<file path="src/rtl/wbfc_defs.svh">
`ifndef WBFC_DEFS_SVH
`define WBFC_DEFS_SVH

`define WBFC_ADDR_W 8
`define WBFC_ADDR_SEL 8'h00
`define WBFC_ADDR_CH0_LO 8'h01
`define WBFC_ADDR_CH0_HI 8'h02
`define WBFC_ADDR_CH1_LO 8'h03
`define WBFC_ADDR_CH1_HI 8'h04
`define WBFC_ADDR_LOAD 8'h05
`define WBFC_SEL_LSB 0
`define WBFC_SEL_W 3
`define WBFC_WIDE_BIT 3
`define WBFC_ENA_BIT 4
`define WBFC_HI_W 4
`define WBFC_CTRL_RST 8'h00
`define WBFC_DAC_RST 12'h000

`endif

</file>
<file path="src/rtl/wbfc_pkg.sv">
package wbfc_pkg;

    typedef struct packed {
        logic [2:0] filter_sel;
        logic wide_en;
        logic module_en;
    } wbfc_ctrl_type;

    typedef struct packed {
        logic [11:0] ch1;
        logic [11:0] ch0;
    } wbfc_dac_type;

    typedef enum logic [1:0] {
        WBFC_IDLE,
        WBFC_HOLD,
        WBFC_APPLY
    } wbfc_load_state_type;

endpackage

</file>
<file path="src/rtl/wbfc_bus_control.sv">
// Functional notes
// - at most one filter path is ever switched in
// - filter switches come from a bus-written latch held until rewritten
// - same latch write also sets wideband enable and module enable
// - overload and underload kept as two separate comparator flags
// - each flag is gated by module enable before reaching the bus
// - status lines are open drain: float when good, drive low when bad
// - overload goes to the first status line, underload to the third
// - two 12-bit gain converter channels, one per attenuator
// - four addresses fill holding registers that do not touch outputs
// - fifth address copies all holding data to both outputs at once
// - selection chooses one of exactly three filter paths, or none when the code is not one-hot
`timescale 1ns/1ps
`default_nettype none
`include "wbfc_defs.svh"

module wbfc_bus_control
    import wbfc_pkg::*;
(
    input wire logic clk_i,
    input wire logic resetn_i,
    input wire logic wr_i,
    input wire logic [7:0] addr_i,
    input wire logic [7:0] data_i,
    input wire logic overload_cmp_i,
    input wire logic underload_cmp_i,
    output logic [2:0] filter_path_o,
    output logic wide_en_o,
    output logic module_en_o,
    output logic [11:0] gain0_o,
    output logic [11:0] gain1_o,
    output logic overload_status_line_o,
    output logic overload_status_line_oe_o,
    output logic underload_status_line_o,
    output logic underload_status_line_oe_o
);
    wbfc_ctrl_type ctrl_reg;
    wbfc_dac_type hold_reg;
    wbfc_dac_type dac_reg;
    logic [2:0] path_next;
    logic overload_reg;
    logic underload_reg;

    function automatic logic hit(input logic [7:0] a);
        hit = wr_i && (addr_i == a);
    endfunction

    function automatic logic [2:0] one_hot_or_off(input logic [2:0] s);
        // refusing odd codes is safer than ever joining two filters
        one_hot_or_off = ($countones(s) == 1) ? s : 3'h0;
    endfunction

    always_ff @(posedge clk_i or negedge resetn_i) begin
        if (!resetn_i) begin
            ctrl_reg <= '0;
        end else if (hit(`WBFC_ADDR_SEL)) begin
            ctrl_reg.filter_sel <= data_i[`WBFC_SEL_LSB +: `WBFC_SEL_W];
            ctrl_reg.wide_en <= data_i[`WBFC_WIDE_BIT];
            ctrl_reg.module_en <= data_i[`WBFC_ENA_BIT];
        end
    end

    assign path_next = one_hot_or_off(ctrl_reg.filter_sel);

    always_ff @(posedge clk_i or negedge resetn_i) begin
        if (!resetn_i) begin
            filter_path_o <= 3'h0;
            wide_en_o <= 1'b0;
            module_en_o <= 1'b0;
        end else begin
            filter_path_o <= path_next;
            wide_en_o <= ctrl_reg.wide_en;
            module_en_o <= ctrl_reg.module_en;
        end
    end

    // holding writes never reach the attenuators directly
    always_ff @(posedge clk_i or negedge resetn_i) begin
        if (!resetn_i) begin
            hold_reg <= '0;
        end else begin
            if (hit(`WBFC_ADDR_CH0_LO)) hold_reg.ch0[7:0] <= data_i;
            if (hit(`WBFC_ADDR_CH0_HI)) hold_reg.ch0[11:8] <= data_i[3:0];
            if (hit(`WBFC_ADDR_CH1_LO)) hold_reg.ch1[7:0] <= data_i;
            if (hit(`WBFC_ADDR_CH1_HI)) hold_reg.ch1[11:8] <= data_i[3:0];
        end
    end

    always_ff @(posedge clk_i or negedge resetn_i) begin
        if (!resetn_i) begin
            dac_reg <= '0;
        end else if (hit(`WBFC_ADDR_LOAD)) begin
            dac_reg <= hold_reg;
        end
    end

    assign gain0_o = dac_reg.ch0;
    assign gain1_o = dac_reg.ch1;

    // comparator levels registered separately; they share nothing
    always_ff @(posedge clk_i or negedge resetn_i) begin
        if (!resetn_i) begin
            overload_reg <= 1'b0;
            underload_reg <= 1'b0;
        end else begin
            overload_reg <= overload_cmp_i;
            underload_reg <= underload_cmp_i;
        end
    end

    wbfc_status_driver u_over (
        .clk_i(clk_i),
        .resetn_i(resetn_i),
        .fault_i(overload_reg),
        .enable_i(ctrl_reg.module_en),
        .line_o(overload_status_line_o),
        .line_oe_o(overload_status_line_oe_o)
    );

    wbfc_status_driver u_under (
        .clk_i(clk_i),
        .resetn_i(resetn_i),
        .fault_i(underload_reg),
        .enable_i(ctrl_reg.module_en),
        .line_o(underload_status_line_o),
        .line_oe_o(underload_status_line_oe_o)
    );

    property p_one_path;
        @(posedge clk_i) disable iff (!resetn_i)
        $countones(filter_path_o) <= 1;
    endproperty
    a_one_path: assert property (p_one_path)
        else $error("more than one filter path on");

    property p_sel_holds;
        @(posedge clk_i) disable iff (!resetn_i)
        !hit(`WBFC_ADDR_SEL) |=> $stable(ctrl_reg);
    endproperty
    a_sel_holds: assert property (p_sel_holds)
        else $error("selection latch changed without write");

    property p_sel_write;
        @(posedge clk_i) disable iff (!resetn_i)
        hit(`WBFC_ADDR_SEL) |=> ##1 (module_en_o == $past(data_i[`WBFC_ENA_BIT], 2))
            && (wide_en_o == $past(data_i[`WBFC_WIDE_BIT], 2));
    endproperty
    a_sel_write: assert property (p_sel_write)
        else $error("enable bits not taken from selection write");

    property p_hold_quiet;
        @(posedge clk_i) disable iff (!resetn_i)
        !hit(`WBFC_ADDR_LOAD) |=> $stable(gain0_o) && $stable(gain1_o);
    endproperty
    a_hold_quiet: assert property (p_hold_quiet)
        else $error("gain output moved without load");

    property p_load_both;
        @(posedge clk_i) disable iff (!resetn_i)
        hit(`WBFC_ADDR_LOAD) |=> (gain0_o == $past(hold_reg.ch0))
            && (gain1_o == $past(hold_reg.ch1));
    endproperty
    a_load_both: assert property (p_load_both)
        else $error("load did not update both channels");

    property p_hi_nibble;
        @(posedge clk_i) disable iff (!resetn_i)
        hit(`WBFC_ADDR_CH1_HI) |=> hold_reg.ch1[11:8] == $past(data_i[3:0]);
    endproperty
    a_hi_nibble: assert property (p_hi_nibble)
        else $error("high part not stored");

    property p_bad_sel_off;
        @(posedge clk_i) disable iff (!resetn_i)
        ($countones(ctrl_reg.filter_sel) != 1) |=> filter_path_o == 3'h0;
    endproperty
    a_bad_sel_off: assert property (p_bad_sel_off)
        else $error("invalid selection left a path on");

    // gating uses the internal enable one cycle ahead of module_en_o
    property p_over_line;
        @(posedge clk_i) disable iff (!resetn_i)
        overload_cmp_i |=> ##1 (overload_status_line_oe_o == $past(ctrl_reg.module_en));
    endproperty
    a_over_line: assert property (p_over_line)
        else $error("overload not on first status line");

    property p_under_line;
        @(posedge clk_i) disable iff (!resetn_i)
        underload_cmp_i |=> ##1 (underload_status_line_oe_o == $past(ctrl_reg.module_en));
    endproperty
    a_under_line: assert property (p_under_line)
        else $error("underload not on third status line");

    property p_flags_apart;
        @(posedge clk_i) disable iff (!resetn_i)
        1'b1 |=> (overload_reg == $past(overload_cmp_i))
            && (underload_reg == $past(underload_cmp_i));
    endproperty
    a_flags_apart: assert property (p_flags_apart)
        else $error("load flags not kept apart");

    property p_gate_off;
        @(posedge clk_i) disable iff (!resetn_i)
        !ctrl_reg.module_en |=> !overload_status_line_oe_o && !underload_status_line_oe_o;
    endproperty
    a_gate_off: assert property (p_gate_off)
        else $error("fault reported while module disabled");

    property p_path_from_sel;
        @(posedge clk_i) disable iff (!resetn_i)
        ($countones(ctrl_reg.filter_sel) == 1) |=> filter_path_o == $past(ctrl_reg.filter_sel);
    endproperty
    a_path_from_sel: assert property (p_path_from_sel)
        else $error("valid selection not switched in");

    property p_lo_byte;
        @(posedge clk_i) disable iff (!resetn_i)
        hit(`WBFC_ADDR_CH0_LO) |=> hold_reg.ch0[7:0] == $past(data_i);
    endproperty
    a_lo_byte: assert property (p_lo_byte)
        else $error("low byte not held");

endmodule
`default_nettype wire

</file>
<file path="src/rtl/wbfc_status_driver.sv">
`timescale 1ns/1ps
`default_nettype none
`include "wbfc_defs.svh"

module wbfc_status_driver
    import wbfc_pkg::*;
(
    input wire logic clk_i,
    input wire logic resetn_i,
    input wire logic fault_i,
    input wire logic enable_i,
    output logic line_o,
    output logic line_oe_o
);
    // open drain: only the low level is ever driven; pullup gives good
    always_ff @(posedge clk_i or negedge resetn_i) begin
        if (!resetn_i) begin
            line_oe_o <= 1'b0;
        end else begin
            line_oe_o <= fault_i & enable_i;
        end
    end

    assign line_o = 1'b0;

    property p_drive_follows;
        @(posedge clk_i) disable iff (!resetn_i)
        (fault_i && enable_i) |=> line_oe_o;
    endproperty
    a_drive_follows: assert property (p_drive_follows)
        else $error("status line not pulled low on fault");

    property p_disabled_quiet;
        @(posedge clk_i) disable iff (!resetn_i)
        !enable_i |=> !line_oe_o;
    endproperty
    a_disabled_quiet: assert property (p_disabled_quiet)
        else $error("status line driven while disabled");

endmodule
`default_nettype wire

</file>
<file path="config.mk">
export PLATFORM = sky130hd
export DESIGN_NAME = wbfc_bus_control
export DESIGN_NICKNAME = d
export VERILOG_FILES = /design/src/rtl/wbfc_pkg.sv /design/src/rtl/wbfc_bus_control.sv /design/src/rtl/wbfc_status_driver.sv
export VERILOG_INCLUDE_DIRS = /design/src /design/src/rtl
export SDC_FILE = /design/constraint.sdc
export NUM_CORES = 1
export LEC_CHECK = 0
export BUFFER_PORTS_ARGS = -buffer_cell sky130_fd_sc_hd__buf_2
export CORE_ASPECT_RATIO = 0.8
export CORE_MARGIN = 4
export CORE_UTILIZATION = 50
export CTS_BUF_LIST = sky130_fd_sc_hd__clkbuf_2 sky130_fd_sc_hd__clkbuf_4 sky130_fd_sc_hd__clkbuf_8
export DETAILED_ROUTE_END_ITERATION = 10
export PLACE_DENSITY = 0.74
export SLEW_MARGIN = 5
export SYNTH_ARGS = -nofsm -noshare
export SYNTH_HDL_FRONTEND = slang
export SYNTH_SLANG_ARGS = --single-unit
</file>
<file path="constraint.sdc">
create_clock -name clk_i -period 1.8 [get_ports clk_i]
set_input_delay 0 -clock clk_i [delete_from_list [all_inputs] [get_ports clk_i]]
set_output_delay 0 -clock clk_i [all_outputs]
set_load 0.01 [all_outputs]
</file>
Word-level counts from Yosys, hierarchy flattened
Index checks and enable logic that the tools add are counted.

Bits of input ports: 21. Word-level logic and storage cells: 34. Output and inout port bits: 33. Register bits: 62.

Eq/ne operators: 6. Reduce and logical (&&, ||, !) cells: 7. Bitwise operators: 2. Muxes and demuxes: 1. $add $sub $neg: 2.

Operators with widths (count): 8-bit by 2-bit equality test with 1-bit output (second input constant) (2); 8-bit by 3-bit equality test with 1-bit output (second input constant) (2); 8-bit by 1-bit equality test with 1-bit output (second input constant) (1); 8-bit logical NOT (1); 1-bit logical AND (6); 2-bit by 1-bit adder with 3-bit output (1); 3-bit by 1-bit equality test with 1-bit output (second input constant) (1); 3-bit two-way mux (1); 1-bit by 1-bit adder with 2-bit output (1); 1-bit AND (2).

Logic depth before layout (Yosys ltp)
Depth in word-level cells: 4. Depth in mapped cells: 6. Gate-level depth less buffers: 4.

Cells and area by module
A second synthesis with hierarchy kept.

Cell total of the unflattened synthesis: 142. Area total of the unflattened synthesis: 2453.6 um^2.

By module, submodules not included: wbfc_bus_control (cells each 134, seq. area each 1501.4 um^2, area an instance 2368.5 um^2, instances 1); wbfc_status_driver (cells each 4, seq. area each 25.0 um^2, area an instance 42.5 um^2, instances 2).

Worst setup path before layout
Ideal clock, no wire load.

Kind: input -> register. Start: in addr_i[3]. End: reg dac_reg, in the netlist gain0_o[10]. Required time: 1.675 ns. Arrival time: 1.749 ns. Setup time: 0.125 ns. Slack: -0.075 ns. Path buffers: 3. Cell stages on the path: 6. Cell sequence: or4_1 -> buf_2 -> or4b_1 -> buf_2 -> buf_6 -> mux2_4.

Cells in the longest elaborated chain, start to end: 2.

Ends and longest elaborated chain: start: declaration (RTL line wbfc_bus_control.sv:23) `input wire logic [7:0] addr_i,`; 8-bit by 3-bit equality test with 1-bit output (RTL line wbfc_bus_control.sv:45) `hit = wr_i && (addr_i == a);`; 1-bit logical AND (RTL line wbfc_bus_control.sv:45); end signal: assignment (RTL line wbfc_bus_control.sv:93) `dac_reg <= hold_reg;`; end: declaration (RTL line wbfc_bus_control.sv:39) `wbfc_dac_type dac_reg;`.

Every way passes these cells. A chain may end at the register's enable or synchronous reset.

Worst setup path after layout
Start: in addr_i[3]. End: reg dac_reg, in the netlist gain1_o[7].

Same word-level chain as after synthesis.

==> summary.md <==
| Metric | Value |
|---|---|
| Initial cell density of the core | 0.5249 |
| Level count of the clock H-tree | 3 |
| GRT overflow | 0 |
| Max VDD drop | 548.0 uV |
| # setup viols final | 0 |
| Wire length per cell after detailed routing | 15.75 um |
| Count of placed standard cells including taps | 261 |
| Final weighted congestion of routability-driven global placement | 0.8099 |
| Half-perimeter wire length after placement | 3.200 mm |
| Critical path start-end classification | input port to flop |
| Finished Layout Cells | 288 |
| Total power per unit cell area | 927.1 nW/um2 |
| Clk_lat worst skew | 0.34 ns |
| Share of synthesized area occupied by flip-flops and latches | 0.6317 |
| Required time at the worst-slack endpoint | 2.02 ns |
| Final Critical Period | 1.509 ns |
| Post-detailed-routing wire length | 4.537 mm |
| TritonCTS Buffers | 9 |
| Achievable frequency | 662.6 MHz |
| Final-stage net count | 245 |
| Fin worst setup slack | 0.2907 ns |
| Count of cell types in the netlist | 21 |
| Critical path cell sequence | buf_2, or4_4, or4b_1, buf_12, mux2_4 |
| Area grow syn2layout | 28.94% |
| Headroom to the max-slew limit | 0.6502 |
| Yosys reg bits | 62 |
| Data arrival at the endpoint of the critical path | 1.73 ns |
| Core area | 4679 um2 |
| Die Width | 86.36 um |
| Critical Path End | gain1_o[7]$_DFFE_PN0P_ |
| Critical path peak fanout | 24 |
| Synthesized instance count | 147 |
| Final hold vios | 0 |
| Iteration-0 DRC count of the detailed router | 75 |
| Number of max-cap violations | 0 |
| Number of standard-cell rows in the floorplan | 22 |
| Reg clk slew, reported paths | 0.07 ns |
| First element of the critical path | addr_i[3] |
| Maximum number of pins on one net before global-route repair | 41 |
| Chip Height | 70.69 um |
| Full die area | 6104 um2 |
| Ratio of final minimum period to clock period | 0.8385 |
| TritonCTS clock tree | built |
| Clock tree sinks | 62 |
| Top-level port count | 54 |
| Maximum clock skew at final layout | 0.005900 ns |
| Syn_area_per_cell | 16.71 um2 |
| Number of instances resized during post-cts repair | 0 |
| Slowest Stage Delay on Critical Path | 0.57 ns |
| Static power due to leakage | 1.733 nW |
| First-pass GRT wire length | 7.721 mm |
| Worst slack, placed | -0.06444 ns |
| Unrepaired setup endpoints after global routing | false |
| Clock Tree Buf Depth | 2 |
| Proportion of layout cells with a drive suffix above 1 | 0.5833 |
| Run status | completed |
| Cells on worst reg2reg path | 4 |
| Final-layout fill cell count | 348 |
| Startpoint type of the worst setup path | input port |
| Max-slew violation total from the final report | 0 |
| Root Driver | clkbuf_8 |
| Critical-path top delay cell | or4b_1 |
| Detailed-router iteration count before antenna repair | 4 |
| Postcts setup bufs | 0 |
| Measured slew at the worst slew-check pin | 0.5247 ns |
| Flip-flop count of the largest register, all copies and words added | 24 |
| Critical Path End Type | flop |
| Flop-to-flop setup slack | 0.52 ns |
| Syn Std Cell Area | 2456 um2 |
| Capturing point of the worst reg2reg path | filter_path_o[1]$_DFF_PN0_ |
| Via-per-instance ratio | 5.017 |
| Post-route ant nets | 0 |
| Detailed-route via count | 1445 |
| Number of DRC violations after detailed routing | 0 |
| N_diodes | 0 |
| Worst r2r src | ctrl_reg[2]$_DFFE_PN0P_ |
| I/O Buffers | 51 |
| Ys Warns | 0 |
| Count of hold buffers inserted by post-cts repair | 11 |
| Worst min-delay path class | input port to flop |
| Number of antenna violations at the first check in global routing | 0 |
| Overall fraction of global-route tracks in use | 0.1670 |
| Via count of the first global-routing pass | 1629 |
-- final cells by class --
| cell class | instances | area (um2) | share of cell area |
|---|---|---|---|
| well taps | 60 | 75.07 | 0.02371 |
| clock inverters | 7 | 97.59 | 0.03082 |
| multi-input cells | 75 | 845.8 | 0.2671 |
| flip-flops and latches | 62 | 1551 | 0.4899 |
| inverters | 4 | 15.01 | 0.004741 |
| clock buffers | 9 | 123.9 | 0.03912 |
| repair buffers | 71 | 457.9 | 0.1446 |
-- report_power, final --
group / leakage (nW) / internal (mW) / switching [mW]
Clock: 0.106 / 0.783 / 0.550
Sequential: 0.856 / 1.43 / 0.0193
Combinational: 0.771 / 0.0762 / 0.0751
Total: 1.73 / 2.29 / 0.645
-- per-stage QoR --
| stage | TNS, ns | cell area (um2) | hold WS [ns] | total power, mW | utilization |
|---|---|---|---|---|---|
| detailed placement | -1.573 | 2835 | 0.009651 | 1.615 | 0.6059 |
| global placement | -0.3993 | 2835 | -0.01306 | 1.602 | 0.6059 |
| CTS | 0 | 3167 | 0.1214 | 2.974 | 0.6767 |
| finish | 0 | 3167 | 0.1366 | 2.936 | 0.6767 |
| global route | 0 | 3167 | 0.1310 | 3.063 | 0.6767 |
| floorplan | -1.340 | 2484 | -0.2956 | 1.533 | - |
-- logic make-up after synthesis --
family	after synthesis	share of synthesized area
adders and majority gates	1	0.008151
muxes	53	0.2736
and+or+nand+nor	19	0.05807
buffers and inverters	11	0.02699
other	1	0.001527
DFF	62	0.6317
-- synth_stat cells (all sizes together) --
library cell,instances,share of area
nand2,1,0.0015
and2,5,0.013
conb,1,0.0015
or4b,1,0.0041
mux2,53,0.27
nor2b,2,0.0051
nor4,3,0.013
clkbuf,1,0.0015
buf,6,0.019
inv,4,0.0061
nor4b,2,0.0097
fa,1,0.0082
or4,1,0.0031
dfrtp,62,0.63
nor2,1,0.0015
nand2b,3,0.0076
-- how the worst min path moves through the flow --
stage,startpoint,to,depth (start not counted)
floorplan,resetn_i,ctrl_reg[0]$_DFFE_PN0P_,0
CTS,addr_i[2],ctrl_reg[1]$_DFFE_PN0P_,3
global placement,resetn_i,underload_reg$_DFF_PN0_,1
detailed placement,resetn_i,u_under.line_oe_o$_DFF_PN0_,1
global route,addr_i[2],ctrl_reg[1]$_DFFE_PN0P_,3
finish,addr_i[2],ctrl_reg[1]$_DFFE_PN0P_,3
-- per-layer routing --
layer  global-route usage  share of wire  routed length [um]
met3              0.07334          0.070                 316
met4              0.06747          0.020                  92
met1               0.2060           0.44                1976
met5                    0              0                   0
met2               0.2581           0.47                2151
-- worst max-delay path: cells and delay by family --
kind / cells / cell delay, ns
buf+inv: 2 / 0.31
mux: 1 / 0.31
simple gates: 2 / 1.10
-- layout by cell type, fill, tap and decap left out, types with 3 or more instances in the layout --
cell	count
buf_2	51
and2_1	5
inv_1	4
buf_4	7
mux2_2	33
dlygate4sd3_1	11
nand2b_1	3
dfrtp_1	62
clkbuf_8	9
mux2_4	20
(Power assumes the default switching activity.)
